### src/hdl/sbc_defs.vh
// Constants for the SDRAM bank command tracker
`ifndef SBC_DEFS_VH
`define SBC_DEFS_VH

// Command encodings {cs_n, ras_n, cas_n, we_n}
`define SBC_CMD_NOP      4'h7
`define SBC_CMD_ACTIVE   4'h3
`define SBC_CMD_READ     4'h5
`define SBC_CMD_WRITE    4'h4
`define SBC_CMD_PRE      4'h2
`define SBC_CMD_REFRESH  4'h1
`define SBC_CMD_LMR      4'h0
`define SBC_CMD_BST      4'h6

// Bank states
`define SBC_ST_IDLE      4'h0
`define SBC_ST_ACTING    4'h1
`define SBC_ST_ACTIVE    4'h2
`define SBC_ST_READ      4'h3
`define SBC_ST_WRITE     4'h4
`define SBC_ST_READ_AP   4'h5
`define SBC_ST_WRITE_AP  4'h6
`define SBC_ST_PRECHG    4'h7
`define SBC_ST_WREC      4'h8

// Device-wide states
`define SBC_DEV_NORMAL   2'h0
`define SBC_DEV_REFRESH  2'h1
`define SBC_DEV_MODESET  2'h2
`define SBC_DEV_PREALL   2'h3

// Timing figures in ns, and the clock period in ns
`define SBC_CLK_NS       10
`define SBC_TRP_NS       15
`define SBC_REFRESH_CYCLE_TIME_NS      72
`define SBC_MODE_SET_TIME_NS      10
`define SBC_ACTIVATE_TO_COLUMN_DELAY_NS      15
`define SBC_TWR_NS       15
`define SBC_WRITE_TO_READ_DELAY_NS      10

// Least times round up to whole cycles
`define SBC_CYC(ns) (((ns) + `SBC_CLK_NS - 1) / `SBC_CLK_NS)

// Field position of the address bus and default burst length
`define SBC_AP_BIT       10
`define SBC_BL_DEFAULT   8

`endif

### src/hdl/sbc_bank.v
// One bank's state machine with its timing counter
`timescale 1ns/10ps
`default_nettype none
`include "sbc_defs.vh"

module sbc_bank #(
  parameter CW = 8
) (
  // Clock and reset
  input  wire          sys_clk_i,
  input  wire          rst_i,
  // Command for this bank
  input  wire          act_i,
  input  wire          rd_i,
  input  wire          wr_i,
  input  wire          pre_i,
  input  wire          ap_i,
  input  wire          all_idle_i,
  // Timing and burst terminate from the top
  input  wire [CW-1:0] burst_cyc_i,
  input  wire [CW-1:0] trp_cyc_i,
  input  wire [CW-1:0] activate_to_column_delay_cyc_i,
  input  wire [CW-1:0] twr_cyc_i,
  input  wire          bst_i,
  // State
  output reg  [3:0]    state_o
);

  reg [CW-1:0] cnt;
  reg [3:0]    next_state;
  reg [CW-1:0] next_cnt;

  // ----------------------------------------------------------------
  // State update
  // ----------------------------------------------------------------
  always @* begin
    next_state = state_o;
    next_cnt   = (cnt != {CW{1'b0}}) ? cnt - 1'b1 : cnt;
    if (all_idle_i) begin
      next_state = `SBC_ST_IDLE;
      next_cnt   = {CW{1'b0}};
    end else begin
      case (state_o)
        `SBC_ST_IDLE: begin
          if (act_i) begin
            next_state = `SBC_ST_ACTING;
            next_cnt   = activate_to_column_delay_cyc_i;
          end
        end
        `SBC_ST_ACTING: begin
          if (cnt <= 1)
            next_state = `SBC_ST_ACTIVE;
        end
        `SBC_ST_ACTIVE, `SBC_ST_READ, `SBC_ST_WRITE, `SBC_ST_WREC: begin
          if (rd_i) begin
            next_state = ap_i ? `SBC_ST_READ_AP : `SBC_ST_READ;
            next_cnt   = burst_cyc_i;
          end else if (wr_i) begin
            next_state = ap_i ? `SBC_ST_WRITE_AP : `SBC_ST_WRITE;
            next_cnt   = burst_cyc_i + twr_cyc_i;
          end else if (pre_i) begin
            next_state = `SBC_ST_PRECHG;
            next_cnt   = trp_cyc_i;
          end else if (bst_i && state_o == `SBC_ST_READ) begin
            next_state = `SBC_ST_ACTIVE;
          end else if (state_o == `SBC_ST_READ && cnt <= 1) begin
            next_state = `SBC_ST_ACTIVE;
          end else if (state_o == `SBC_ST_WRITE && cnt <= 1) begin
            next_state = `SBC_ST_WREC;
            next_cnt   = twr_cyc_i;
          end else if (state_o == `SBC_ST_WREC && cnt <= 1) begin
            next_state = `SBC_ST_ACTIVE;
          end
        end
        `SBC_ST_READ_AP, `SBC_ST_WRITE_AP: begin
          // Access period, then internal precharge for row_precharge_time
          if (cnt <= 1) begin
            next_state = `SBC_ST_PRECHG;
            next_cnt   = trp_cyc_i;
          end
        end
        `SBC_ST_PRECHG: begin
          if (cnt <= 1)
            next_state = `SBC_ST_IDLE;
        end
        default: next_state = `SBC_ST_IDLE;
      endcase
    end
  end

  always @(posedge sys_clk_i) begin
    if (rst_i) begin
      state_o <= `SBC_ST_IDLE;
      cnt     <= {CW{1'b0}};
    end else begin
      state_o <= next_state;
      cnt     <= next_cnt;
    end
  end

endmodule
`default_nettype wire

### src/hdl/sbc_top.v
// Four-bank SDRAM command decoder and bank state tracker
// Notes on behaviour
// - Read with auto precharge, idle after precharge
// - Write with auto precharge, idle after precharge
// - Burst terminate stops latest read burst
// - Command decode from four strobe pins
// - Other bank accepts its own legal commands
// - Idle first bank never blocks others
// - Idle and row-active state definitions
// - Burst state until finished or terminated
// - Concurrent auto precharge allows other banks
// - Read auto precharge starts at earliest precharge
// - Write auto precharge after write recovery
// - Access period then row precharge period
// - Precharging state lasts row precharge time
// - Activating state lasts activate delay
`timescale 1ns/10ps
`default_nettype none
`include "sbc_defs.vh"

module sbc_top #(
  parameter NB = 4,
  parameter CW = 8,
  parameter BURST_LENGTH = `SBC_BL_DEFAULT
) (
  // Clock and reset
  input  wire            sys_clk_i,
  input  wire            rst_i,
  // Command pins, active high cke_i and active low strobes
  input  wire            cke_i,
  input  wire            cs_n_i,
  input  wire            ras_n_i,
  input  wire            cas_n_i,
  input  wire            we_n_i,
  input  wire [1:0]      bank_i,
  input  wire            ap_i,
  // Tracked state
  output reg  [4*NB-1:0] bank_state_o,
  output reg  [1:0]      dev_state_o,
  output reg  [1:0]      last_read_bank_o,
  output reg             read_burst_o,
  output reg             illegal_o
);

  localparam [CW-1:0] ROW_PRECHARGE_TIME  = `SBC_CYC(`SBC_TRP_NS);
  localparam [CW-1:0] REFRESH_CYCLE_TIME = `SBC_CYC(`SBC_REFRESH_CYCLE_TIME_NS);
  localparam [CW-1:0] MODE_SET_TIME = `SBC_CYC(`SBC_MODE_SET_TIME_NS);
  localparam [CW-1:0] ACTIVATE_TO_COLUMN_DELAY = `SBC_CYC(`SBC_ACTIVATE_TO_COLUMN_DELAY_NS);
  localparam [CW-1:0] WRITE_RECOVERY_TIME  = `SBC_CYC(`SBC_TWR_NS);
  localparam [CW-1:0] WRITE_TO_READ_DELAY = `SBC_CYC(`SBC_WRITE_TO_READ_DELAY_NS);
  localparam [CW-1:0] HALF = BURST_LENGTH / 2;

  // ----------------------------------------------------------------
  // Command decode
  // ----------------------------------------------------------------
  reg        cke_prev;
  wire       valid   = cke_prev & cke_i;
  wire [3:0] cmd     = cs_n_i ? `SBC_CMD_NOP
                              : {1'b0, ras_n_i, cas_n_i, we_n_i};
  wire       is_act  = valid & (cmd == `SBC_CMD_ACTIVE);
  wire       is_rd   = valid & (cmd == `SBC_CMD_READ);
  wire       is_wr   = valid & (cmd == `SBC_CMD_WRITE);
  wire       is_pre  = valid & (cmd == `SBC_CMD_PRE);
  wire       is_ref  = valid & (cmd == `SBC_CMD_REFRESH);
  wire       is_lmr  = valid & (cmd == `SBC_CMD_LMR);
  wire       is_bst  = valid & (cmd == `SBC_CMD_BST);
  wire       is_nop  = (cmd == `SBC_CMD_NOP);
  wire       pre_all = is_pre & ap_i;

  wire [4*NB-1:0] st;
  reg  [CW-1:0]   dev_cnt;
  reg  [CW-1:0]   rd_cnt;
  reg  [CW-1:0]   wap_cnt;
  reg  [1:0]      wap_bank;
  reg             busy_dev;
  wire            all_idle;

  function is_idle;
    input [3:0] s;
    begin
      is_idle = (s == `SBC_ST_IDLE);
    end
  endfunction

  function can_col;
    input [3:0] s;
    begin
      can_col = (s == `SBC_ST_ACTIVE) | (s == `SBC_ST_READ) |
                (s == `SBC_ST_WRITE) | (s == `SBC_ST_WREC);
    end
  endfunction

  // ----------------------------------------------------------------
  // Banks
  // ----------------------------------------------------------------
  wire [NB-1:0] idle_v;
  wire [NB-1:0] pre_ok_v;
  genvar g;
  generate
    for (g = 0; g < NB; g = g + 1) begin : gb
      wire sel = (bank_i == g);
      // Each bank reacts to its own command or to a precharge all, so others proceed freely
      sbc_bank #(.CW(CW)) u_bank (
        .sys_clk_i   (sys_clk_i),
        .rst_i       (rst_i),
        .act_i       (is_act & sel & ~busy_dev),
        .rd_i        (is_rd & sel & ~busy_dev),
        .wr_i        (is_wr & sel & ~busy_dev),
        .pre_i       (is_pre & (sel | ap_i) & ~busy_dev),
        .ap_i        (ap_i),
        .all_idle_i  (1'b0),
        .burst_cyc_i (HALF),
        .trp_cyc_i   (ROW_PRECHARGE_TIME),
        .activate_to_column_delay_cyc_i  (ACTIVATE_TO_COLUMN_DELAY),
        .twr_cyc_i   (WRITE_RECOVERY_TIME),
        .bst_i       (is_bst & (last_read_bank_o == g) & read_burst_o),
        .state_o     (st[4*g+3:4*g])
      );
      assign idle_v[g]   = is_idle(st[4*g+3:4*g]);
      assign pre_ok_v[g] = idle_v[g] | can_col(st[4*g+3:4*g]) |
                           (st[4*g+3:4*g] == `SBC_ST_PRECHG);
    end
  endgenerate

  assign all_idle = &idle_v;
  wire [3:0] sel_st = st[4*bank_i+:4];

  // ----------------------------------------------------------------
  // Legality check of the incoming command
  // ----------------------------------------------------------------
  reg bad;
  always @* begin
    bad = 1'b0;
    if (busy_dev)
      bad = valid & ~is_nop;
    else if (is_ref | is_lmr)
      bad = ~all_idle | read_burst_o;
    else if (is_act)
      bad = ~is_idle(sel_st);
    else if (is_rd)
      bad = ~can_col(sel_st) |
            ((wap_cnt != {CW{1'b0}}) & (wap_bank != bank_i));
    else if (is_wr)
      bad = ~can_col(sel_st) | (read_burst_o & (rd_cnt > 1)) |
            ((wap_cnt > 1 + WRITE_TO_READ_DELAY) & (wap_bank != bank_i));
    else if (pre_all)
      bad = ~&pre_ok_v;
    else if (is_pre)
      bad = ~pre_ok_v[bank_i];
    else if (is_bst)
      bad = ~read_burst_o;
    else if (valid)
      bad = ~is_nop;
  end

  // ----------------------------------------------------------------
  // Device-wide state, latest read and write-AP spacing
  // ----------------------------------------------------------------
  always @(posedge sys_clk_i) begin
    if (rst_i) begin
      cke_prev         <= 1'b0;
      dev_state_o      <= `SBC_DEV_NORMAL;
      dev_cnt          <= {CW{1'b0}};
      busy_dev         <= 1'b0;
      rd_cnt           <= {CW{1'b0}};
      read_burst_o     <= 1'b0;
      last_read_bank_o <= 2'h0;
      wap_cnt          <= {CW{1'b0}};
      wap_bank         <= 2'h0;
      bank_state_o     <= {4*NB{1'b0}};
      illegal_o        <= 1'b0;
    end else begin
      cke_prev     <= cke_i;
      bank_state_o <= st;
      illegal_o    <= bad;
      if (busy_dev) begin
        if (dev_cnt <= 1) begin
          busy_dev    <= 1'b0;
          dev_state_o <= `SBC_DEV_NORMAL;
        end
        dev_cnt <= dev_cnt - 1'b1;
      end else if (is_ref & ~bad) begin
        busy_dev    <= 1'b1;
        dev_state_o <= `SBC_DEV_REFRESH;
        dev_cnt     <= REFRESH_CYCLE_TIME;
      end else if (is_lmr & ~bad) begin
        busy_dev    <= 1'b1;
        dev_state_o <= `SBC_DEV_MODESET;
        dev_cnt     <= MODE_SET_TIME;
      end else if (pre_all & ~bad) begin
        busy_dev    <= 1'b1;
        dev_state_o <= `SBC_DEV_PREALL;
        dev_cnt     <= ROW_PRECHARGE_TIME;
      end
      // Latest read burst tracking
      if (is_rd & ~busy_dev) begin
        read_burst_o     <= 1'b1;
        last_read_bank_o <= bank_i;
        rd_cnt           <= HALF;
      end else if (is_bst | (is_wr & ~busy_dev) | (rd_cnt <= 1)) begin
        read_burst_o <= 1'b0;
        rd_cnt       <= {CW{1'b0}};
      end else begin
        rd_cnt <= rd_cnt - 1'b1;
      end
      // Other-bank spacing after a write with auto precharge
      if (is_wr & ap_i & ~busy_dev) begin
        // Counter reads zero on the edge the spacing is first met
        wap_cnt  <= HALF + WRITE_TO_READ_DELAY;
        wap_bank <= bank_i;
      end else if (wap_cnt != {CW{1'b0}}) begin
        wap_cnt <= wap_cnt - 1'b1;
      end
    end
  end

endmodule
`default_nettype wire
### config.mk
export PLATFORM = sky130hd
export DESIGN_NAME = sbc_top
export DESIGN_NICKNAME = d
export VERILOG_FILES = /design/src/hdl/sbc_bank.v /design/src/hdl/sbc_top.v
export VERILOG_INCLUDE_DIRS = /design/src /design/src/hdl
export SDC_FILE = /design/constraint.sdc
export NUM_CORES = 1
export LEC_CHECK = 0
export ABC_AREA = 1
export BUFFER_PORTS_ARGS = -buffer_cell sky130_fd_sc_hd__buf_2
export CORE_ASPECT_RATIO = 0.75
export CORE_MARGIN = 10
export CORE_UTILIZATION = 59
export CTS_CLUSTER_SIZE = 8
export DETAILED_ROUTE_END_ITERATION = 7
export GPL_ROUTABILITY_DRIVEN = 1
export MAX_ROUTING_LAYER = met4
export PLACE_DENSITY = 0.83
export SYNTH_ARGS = -nofsm -noshare
export SYNTH_HDL_FRONTEND = slang
export SYNTH_SLANG_ARGS = --single-unit
export TNS_END_PERCENT = 10
### constraint.sdc
create_clock -name sys_clk_i -period 4.1 [get_ports sys_clk_i]
set_clock_uncertainty 0.15 [all_clocks]
set_input_delay 0 -clock sys_clk_i [delete_from_list [all_inputs] [get_ports sys_clk_i]]
set_output_delay 0 -clock sys_clk_i [all_outputs]
set_load 0.01 [all_outputs]
# == After elaboration in Yosys (flattened, before gate mapping) ==
# Index checks and enable logic that the tools add are counted.
# totals
out_inout_bits,22
input_bits,10
reg_bits,98
wordCells,383
# op_classes
eq_ne,71
bitwise,102
shift,1
addsub,7
reduce_logical,50
mux,122
magnitude_cmp,9
# op_table
operator,n
$mux 8,40
$mux 4,44
$pmux 8 s3,4
$pmux 4 s5,4
$eq 4x3->1 const B,17
$and 1x1->1,60
$sub 8x1->8 const B,7
$le 8x1->1 const B,6
$eq 4x2->1 const B,10
$reduce_bool 8->1,5
$ne 2x1->1 const B,17
$or 1x1->1,34
$ne 8x1->1 const B,4
$logic_not 4->1,6
$eq 4x4->1 const B,5
$reduce_and 5->1,4
$mux 3,6
$mux 1,17
$eq 4x1->1 const B,4
$logic_and 1x1->1,16
$reduce_or 4->1,4
$shiftx 16x5->4,1
$eq 3x3->1 const B,4
$mux 2,6
other kinds (18),37

# == Logic depth before layout (Yosys ltp) ==
# Gate-level depths: netlist of the first run.
# logic_depth
depth_word,22
mapped_depth,22

# == Modules after synthesis ==
# From an unflattened synthesis of the first run, not the netlist that was laid out.
# hier_totals
cells_unflattened,1826
area_unflattened_um2,10575.1
# modules_own_cells
module,seq_area_each_um2,instances,area_each_um2,cells_per_inst
sbc_bank at gb[0].u_bank ...,240.2,2,1904.3,343
sbc_top,1001.0,1,2862.7,443
sbc_bank at gb[2].u_bank,240.2,1,1990.7,347
sbc_bank at gb[3].u_bank,240.2,1,1913.1,350

# == Worst setup path before layout of the first run ==
# No wires, ideal clock.
# synth_path
path_type,register to register
from,reg rd_cnt[0]
to,reg dev_state_o[0]
slack_ps,2083
path_buffers,0
t_arrival_ps,1737
synth_period_minus_slack_ps,2017
path_stages_with_launch,20
required_time_ps,3819
path_cell_list,dfxtp_1 inv_1 ha_1 nor2_1 nor2_1 nand3_1 a21oi_1 nand2_1 nor2_1 nor2_1 nand2_1 nand2_1 nand2_2 nand2_2 nand2_4 nand2_4 nand2_4 nand2_2 nand2_1 a21oi_2
# synth_via
elab_chain_cells,14
elab_cells_between_ends,18
classes_between,1 x order compare; 8 x mux; 7 x bitwise; 2 x reduce/logical
# synth_lines
item,line,source
"start, declared",sbc_top.v:72,reg [CW-1:0] rd_cnt;
"start signal, assigned",sbc_top.v:165,rd_cnt <= {CW{1'b0}};
"start signal, assigned",sbc_top.v:202,rd_cnt <= {CW{1'b0}};
"start signal, assigned",sbc_top.v:204,rd_cnt <= rd_cnt - 1'b1;
$gt 8x1->1 *,sbc_top.v:144,bad = ~can_col(sel_st) | (read_burst_o & (rd_cnt > 1)) |
$and 1x1->1 *,sbc_top.v:144,
$or 1x1->1 * (2 in a row),sbc_top.v:144,
$mux 1 *,sbc_top.v:143,else if (is_wr)
$mux 1 *,sbc_top.v:140,else if (is_rd)
$mux 1 *,sbc_top.v:138,else if (is_act)
$mux 1 *,sbc_top.v:136,else if (is_ref | is_lmr)
$mux 1 *,sbc_top.v:134,if (busy_dev)
$not 1->1 *,"sbc_top.v:182, sbc_top.v:186, sbc_top.v:190",
$and 1x1->1,sbc_top.v:186,end else if (is_lmr & ~bad) begin
$mux 2,sbc_top.v:186,
$mux 2,sbc_top.v:182,end else if (is_ref & ~bad) begin
$mux 2,sbc_top.v:176,if (busy_dev) begin
"end signal, assigned",sbc_top.v:179,dev_state_o <= `SBC_DEV_NORMAL;
"end signal, assigned",sbc_top.v:184,dev_state_o <= `SBC_DEV_REFRESH;
"end signal, assigned",sbc_top.v:188,dev_state_o <= `SBC_DEV_MODESET;
"end, declared",sbc_top.v:39,"output reg [1:0] dev_state_o,"
# Every way passes the cells marked *; elsewhere a longest branch is shown, timed or not.
# A chain may end at the register's enable or synchronous reset.

# == Worst setup path after layout of the first run ==
# layout_path
from,reg busy_dev
to,reg gb[1].u_bank.state_o[2]
# layout_via
elab_chain_cells,6
elab_cells_between_ends,12
classes_between,2 x eq/ne; 4 x mux; 5 x bitwise; 1 x reduce/logical
# layout_lines
item,line,source
"start, declared",sbc_top.v:75,reg busy_dev;
"start signal, assigned",sbc_top.v:164,busy_dev <= 1'b0;
"start signal, assigned",sbc_top.v:178,busy_dev <= 1'b0;
"start signal, assigned",sbc_top.v:183,busy_dev <= 1'b1;
$not 1->1 *,--,
$and 1x1->1,sbc_top.v:109,".pre_i (is_pre & (sel | ap_i) & ~busy_dev),"
$mux 4,sbc_bank.v:61,end else if (pre_i) begin
$mux 4,sbc_bank.v:58,end else if (wr_i) begin
$mux 4,sbc_bank.v:55,if (rd_i) begin
$pmux 4 s5,sbc_bank.v:43,case (state_o)
"end signal, assigned",sbc_bank.v:93,state_o <= `SBC_ST_IDLE;
"end signal, assigned",sbc_bank.v:96,state_o <= next_state;
"end, declared",sbc_bank.v:26,output reg [3:0] state_o
# Marked as above.

==> impl_metrics.json, run 1 <==
{
  "seq_area_sq_mm": 0.00196,
  "final_hold_viol_count": 0,
  "avgSynthCellArea_sq_um": 6.68,
  "path_clk_slew_ns": 0.07,
  "grt.overflow.total": 0,
  "dieWidth_um": 135,
  "initialDrtViolationCount": 563,
  "r2r-start": "busy_dev",
  "layout-drive-gt1-share_pct": 12.7,
  "yosysTopAreaCell": "dfxtp_1",
  "via_per_inst": 5.49,
  "synth_cells": 879,
  "core_sq_mm": 0.00970,
  "end_kind": "register",
  "drt-total-wl_um": 14600,
  "clock_sinks": 98,
  "floorplan.initialDensity_pct": 60.6,
  "synth_area_leaders": "dfxtp_1 33%, nand2_1 9.8%, nor2_1 9.8%",
  "chipHeight_um": 106,
  "min-delay-start": "we_n_i",
  "track_usage_pct": 20.7,
  "setup_viol_count_final": 0,
  "holdPathEnd": "dev_cnt[0]",
  "grt_pass1_vias": 5417,
  "fin_nets": 941,
  "dpl.cell_count": 1030,
  "yosysSeqAreaShare_pct": 33.4,
  "cts_buffer_depth": 2,
  "power.share.sequential_pct": 34.8,
  "intPower_uw": 2270,
  "path_delay_family": "flip-flops",
  "ir_drop_uv": 477,
  "synth_ff_type": "dfxtp_1",
  "synth_edf_count": 0,
  "gp_congestion": 1.04,
  "pwr_density_cell_mw_per_mm2": 592,
  "area_delta_synth_final_pct": 9.92,
  "multi_input_area_sq_mm": 0.00335,
  "crit_path_start_kind": "register",
  "power_frac_comb_pct": 44.2,
  "cts_tree": "yes",
  "io_buffers": 31,
  "switching_power_uw": 1550,
  "ys_async_sr_fraction_pct": 0,
  "r2r_cells": 9,
  "n_fill_cell": 873,
  "cts_inserted_buffers": 9,
  "dr.pass1.iters": 8,
  "clk_latency_ns": 0.35,
  "synth_warnings": 0,
  "cap_violations": 0,
  "final_cells": 1050,
  "dp_hpwl_um": 10900,
  "cts_setup_buffers": 0,
  "hold_path_depth": 4,
  "crit_type": "register to register",
  "post_drt_wl_per_cell_um": 13.9,
  "antenna_cells": 0,
  "ant_nets": 0,
  "violations": "DRC",
  "cts.root.buffer_cell": "clkbuf_16",
  "power_uw": 3820,
  "slew_headroom_pct": 38.6,
  "rr_endpoint": "gb[1].u_bank.state_o[2]",
  "max_stage_delay_ns": 0.75,
  "max_freq_mhz": 379,
  "synth_area_sq_mm": 0.00588,
  "cp_cell_sequence": "inv_1, nand3_1, nand2_1, a21oi_1, nand3_1, o211ai_1, inv_1, o21ai_0, o21ai_0",
  "htreeDepth": 3,
  "antenna_found_initial": 0,
  "min_path_type": "input pin to register",
  "synth_most_common_cell": "nand2_1",
  "top_level_ports": 32,
  "crit_fanout": 18,
  "arrival_ns": 2.69,
  "drc": 1,
  "rsz0062_at_grt": "no",
  "synth_fp_nets": 907,
  "grt_max_degree": 46,
  "synth_common_cells": "154 x nand2_1, 153 x nor2_1, 108 x inv_1, 98 x dfxtp_1, 56 x nand3_1",
  "cp_data_required_time_ns": 4.16,
  "switching_share_pct": 40.6,
  "p_leak_uw": 0.00303,
  "synth_top_area_share_pct": 33.4,
  "tightest_slew_ns": 0.915,
  "cp.buffers_inverters": 2,
  "power_frac_clock_pct": 21.0,
  "reg2reg_slack_ns": 1.46,
  "post-route-period-util_pct": 64.3,
  "fin_tns_setup_ns": 0,
  "cpMaxStageDelayCell": "dfxtp_1",
  "grt_pass1_wl_um": 24600,
  "fin_crit_ns": 2.64,
  "outcome": "finished, violations left",
  "vias": 5768,
  "ys_ff_latch": 98,
  "ys_types": 52,
  "num_rows": 31,
  "finalMaxSlewViolations": 0,
  "dieArea_sq_mm": 0.0144
}
[cells by family (layout without fill, tap and decap cells)]
| kind of cell | after synthesis | in the layout | share of synthesized area (%) |
|---|---|---|---|
| flops | 98 | 98 | 33.4 |
| compound gates | 133 | 133 | 13.5 |
| xor+xnor | 33 | 33 | 4.92 |
| simple gates | 454 | 454 | 34.9 |
| fa+ha+maj | 18 | 18 | 3.83 |
| buf+inv | 143 | 182 | 9.52 |
[through the flow]
| stage | area, sq um | hold slack (ns) | setup WS [ns] | utilization, % |
|---|---|---|---|---|
| 2_1_floorplan | 5880 | -0.0430 | 2.08 | - |
| 3_3_place_gp | 6140 | 0.0729 | 1.71 | 63.3 |
| 3_5_place_dp | 6140 | 0.0807 | 1.61 | 63.3 |
| 4_1_cts | 6460 | 0.0100 | 1.56 | 66.6 |
| 5_1_grt | 6460 | 0.0519 | 1.26 | 66.6 |
| 6_report | 6460 | 0.00885 | 1.46 | 66.6 |
[flip-flops by register name (all words and copies together), names as in the netlist]
name / cells
bank_state_o: 16
dev_cnt: 8
gb.u_bank.state_o: 16
rd_cnt: 8
illegal_o: 1
cke_prev: 1
wap_cnt: 8
dev_state_o: 2
gb.u_bank.cnt: 32
wap_bank: 2
read_burst_o: 1
busy_dev: 1
last_read_bank_o: 2
[worst max-delay path by stage]
stage	from	endpoint	cells past startpoint
6_report	busy_dev	gb[1].u_bank.state_o[2]	9
5_1_grt	busy_dev	gb[1].u_bank.state_o[2]	9
4_1_cts	busy_dev	gb[1].u_bank.state_o[2]	9
3_5_place_dp	busy_dev	gb[1].u_bank.state_o[2]	9
3_3_place_gp	busy_dev	gb[2].u_bank.state_o[0]	11
2_1_floorplan	rd_cnt[0]	dev_state_o[0]	19
[per-layer routing]
layer / global-route usage [%] / vias up / part of all wire, %
li1: - / 2917 / -
met1: 25.9 / 2594 / 46
met2: 31.2 / 235 / 44
met3: 6.40 / 22 / 9.0
met4: 6.75 / 0 / 1.3
met5: - / - / 0
[power by group through the flow]
stage / Combinational (uW) / Sequential (uW) / Clock [uW]
3_5_place_dp: 1660 / 1350 / 0
6_report: 1690 / 1330 / 801
4_1_cts: 1680 / 1330 / 813
5_1_grt: 1910 / 1360 / 855
3_3_place_gp: 1620 / 1340 / 0
2_1_floorplan: 1370 / 1320 / 0
[placed cells by master, fill, tap and decap left out, types with 3 or more instances in the layout]
cell | netlist | layout
ha_1 | 18 | 18
o211ai_1 | 4 | 4
o21ai_1 | 9 | 9
nor2_1 | 153 | 153
a21oi_1 | 33 | 33
nand3_1 | 56 | 56
dlygate4sd3_1 | 0 | 4
a32o_1 | 3 | 3
nor2_2 | 12 | 12
xor2_1 | 17 | 17
nand2_1 | 154 | 154
a31oi_1 | 8 | 8
clkbuf_16 | 0 | 9
dfxtp_1 | 98 | 98
a221oi_1 | 4 | 4
nor2_4 | 3 | 3
or3_1 | 4 | 4
nand2_2 | 8 | 8
nand4_1 | 7 | 7
nor4_1 | 5 | 5
nor3_1 | 27 | 27
inv_1 | 108 | 108
or2_2 | 7 | 7
nand3_2 | 3 | 3
inv_2 | 19 | 19
xnor2_1 | 16 | 16
o31ai_1 | 4 | 4
o21ai_2 | 3 | 3
a211oi_1 | 4 | 4
o22ai_1 | 5 | 5
buf_2 | 2 | 31
nand2_4 | 6 | 6
o21ai_0 | 47 | 47
[worst reg2reg max path, cell delays in order, from the launching register on]
cell and delay, ns:
dfxtp_1 0.75, inv_1 0.38, nand3_1 0.32, nand2_1 0.12, a21oi_1 0.15, nand3_1 0.09
o211ai_1 0.20, inv_1 0.13, o21ai_0 0.10, o21ai_0 0.11
[layout make-up]
class	instances	area share, %
Multi-Input combinational cell	638	51.9
Sequential cell	98	30.4
Inverter	130	7.63
Clock buffer	10	3.70
Timing Repair Buffer	36	3.14
Tap cell	132	2.56
Clock inverter	6	0.659
[repair_timing]
item / in CTS / in global routing
hold endpoints to repair: 4 / 0
gates resized for setup: 0 / 0
hold buffers: 4 / 0
No activity file was read; power rests on OpenSTA's default activity.
==> run 2, diff against run 1 <==
Clock period 4.1 ns to 2.5 ns, I/O delays scaled along.
==> run 2 against run 1 <==
The run now ends clean; clock power rose by 67%; non-clock buffer count rose by 9; die area did not move; cell area rose by 1.5%; clock-buffer cell count rose by 2; global-route usage fell by 0.16 points; register-to-register slack got worse by 1.3 ns; critical path type is now input pin to register; largest cell class unchanged; highest routed layer unchanged.
==> impl_metrics.json, run 2 (synthesized netlist as in run 1, its figures left out) <==
{
  "outcome": "finished clean",
  "track_usage_pct": 20.6,
  "num_rows": 31,
  "cap_violations": 0,
  "finalMaxSlewViolations": 0,
  "dr.pass1.iters": 5,
  "clock_sinks": 98,
  "cts_setup_buffers": 0,
  "cts.root.buffer_cell": "clkbuf_16",
  "drc": 0,
  "crit_path_start_kind": "input pin",
  "dieWidth_um": 135,
  "fin_ws_ns": 0.165,
  "post_drt_wl_per_cell_um": 13.4,
  "final_common_cell": "nand2_1",
  "max_freq_mhz": 428,
  "seq_area_sq_mm": 0.00196,
  "fin_crit_ns": 2.33,
  "most-common-layout-cells": "154 x nand2_1, 152 x nor2_1, 108 x inv_1",
  "fin_nets": 950,
  "rsz0062_at_grt": "yes",
  "slew_headroom_pct": 67.2,
  "multi_input_area_sq_mm": 0.00336,
  "final_hold_viol_count": 0,
  "cpMaxStageDelayCell": "dlygate4sd3_1",
  "top_usage_layer": "met2",
  "vias": 5777,
  "hold_slack_ns": 0.117,
  "area_delta_synth_final_pct": 11.6,
  "grt_pass1_wl_um": 24200,
  "arrival_ns": 2.43,
  "p_leak_uw": 0.00308,
  "clk_latency_ns": 0.36,
  "layout-drive-gt1-share_pct": 13.5,
  "core_sq_mm": 0.00970,
  "path_delay_family": "simple AND/OR/NAND/NOR gates",
  "ant_nets": 0,
  "min_path_type": "input pin to register",
  "path_clk_slew_ns": 0.07,
  "dieArea_sq_mm": 0.0144,
  "grt_use_met1_pct": 27.1,
  "grt_util_met2_pct": 29.9,
  "ir_drop_uv": 844,
  "crit_fanout": 9,
  "drt-total-wl_um": 14100,
  "via_per_inst": 5.46,
  "n_fill_cell": 851,
  "met3_usage_pct": 4.70,
  "antenna_cells": 0,
  "pwr_density_cell_mw_per_mm2": 960,
  "place_ws_ns": 0.233,
  "cts_inserted_buffers": 9,
  "top_regs": "gb.u_bank.cnt (32), bank_state_o (16), gb.u_bank.state_o (16)",
  "max_stage_delay_ns": 0.53,
  "floorplan.initialDensity_pct": 60.6,
  "gp_congestion": 0.982,
  "htreeDepth": 3,
  "grt_pass1_vias": 5246,
  "initialDrtViolationCount": 585,
  "cts_tree": "yes",
  "crit_type": "input pin to register",
  "largest_reg_flops": 32,
  "io_buffers": 31,
  "setup_viol_count_final": 0,
  "regMostFlops": "gb.u_bank.cnt",
  "grt_max_degree": 34,
  "post-route-period-util_pct": 93.4,
  "top_level_ports": 32,
  "path_common_cell": "nand2_1",
  "cts_buffer_depth": 2,
  "grt.overflow.total": 0,
  "antenna_found_initial": 0,
  "cp.buffers_inverters": 3,
  "chipHeight_um": 106,
  "cp_data_required_time_ns": 2.59,
  "power_uw": 6300,
  "end_kind": "register",
  "cp_cell_sequence": "dlygate4sd3_1, clkbuf_4, inv_4, nand2_1, o22ai_1, nor2_1, nand2_1, nand2_1, nand3_1, nor2_1, nor2_1, nand2_1, nand2_1, nand2_2, nand2_2, nand2_4, nand2_4, nand2_4, nand2_2, nand2_1, a21oi_2",
  "dp_hpwl_um": 10800,
  "tightest_slew_ns": 0.489
}
[run 2: changes by cell type in the layout (fill, tap and decap cells not counted)]
cell | previous run | this run
buf_2 | 31 | 29
clkbuf_8 | 1 | 3
nor2_1 | 153 | 152
clkbuf_4 | 0 | 2
nor2_2 | 12 | 13
clkinv_4 | 2 | 0
buf_4 | 1 | 7
nor4_2 | 0 | 1
nor4_1 | 5 | 4
dlygate4sd3_1 | 4 | 7
[run 2: where the power goes]
part	internal, uW	switching [uW]
Combinational	1120	1650
Clock	752	592
Sequential	1920	270
[run 2: metrics by stage]
stage | cell area, sq um | utilization [%] | setup TNS [ns] | cells
2_1_floorplan | 5880 | - | 0 | 879
3_3_place_gp | 6180 | 63.8 | 0 | 1036
3_5_place_dp | 6180 | 63.8 | 0 | 1036
4_1_cts | 6540 | 67.5 | 0 | 1059
5_1_grt | 6560 | 67.6 | -0.255 | 1059
6_report | 6560 | 67.6 | 0 | 1059
[run 2: final cells by class]
class | count | area share [%]
Tap cell | 132 | 2.52
Clock inverter | 4 | 0.382
Sequential cell | 98 | 29.9
Inverter | 130 | 7.52
Timing Repair Buffer | 45 | 4.31
Clock buffer | 12 | 4.06
Multi-Input combinational cell | 638 | 51.3
[run 2: worst min-delay path, cell delays in order]
cell and delay [ns]:
buf_2 0.11, nor2_1 0.06, nand2_1 0.12, nor2_4 0.07
nand3_1 0.07, nand3_1 0.07, nand2_1 0.06, inv_1 0.03
[run 2: worst paths after layout]
check	start	slack, ns	cells after the start	end
worst max register to register	cke_prev	0.17	16	gb[3].u_bank.state_o[1]
worst min register to register	rd_cnt[0]	0.34	1	rd_cnt[0]
worst min-delay path	cs_n_i	0.12	8	dev_cnt[1]
worst max-delay path	bank_i[0]	0.17	21	dev_state_o[0]
[run 2: repair_timing]
item / 4_1_cts / 5_1_grt
hold buffers: 7 / 0
hold endpoints to repair: 16 / 0
endpoints found under the setup margin: 0 / 18
gates resized for setup: 0 / 4
[run 2: routing by layer]
| layer | part of all wire (%) | vias to the layer above |
|---|---|---|
| li1 | - | 2934 |
| met1 | 46 | 2576 |
| met2 | 43 | 240 |
| met3 | 8.8 | 27 |
| met4 | 2.1 | 0 |
| met5 | 0 | - |
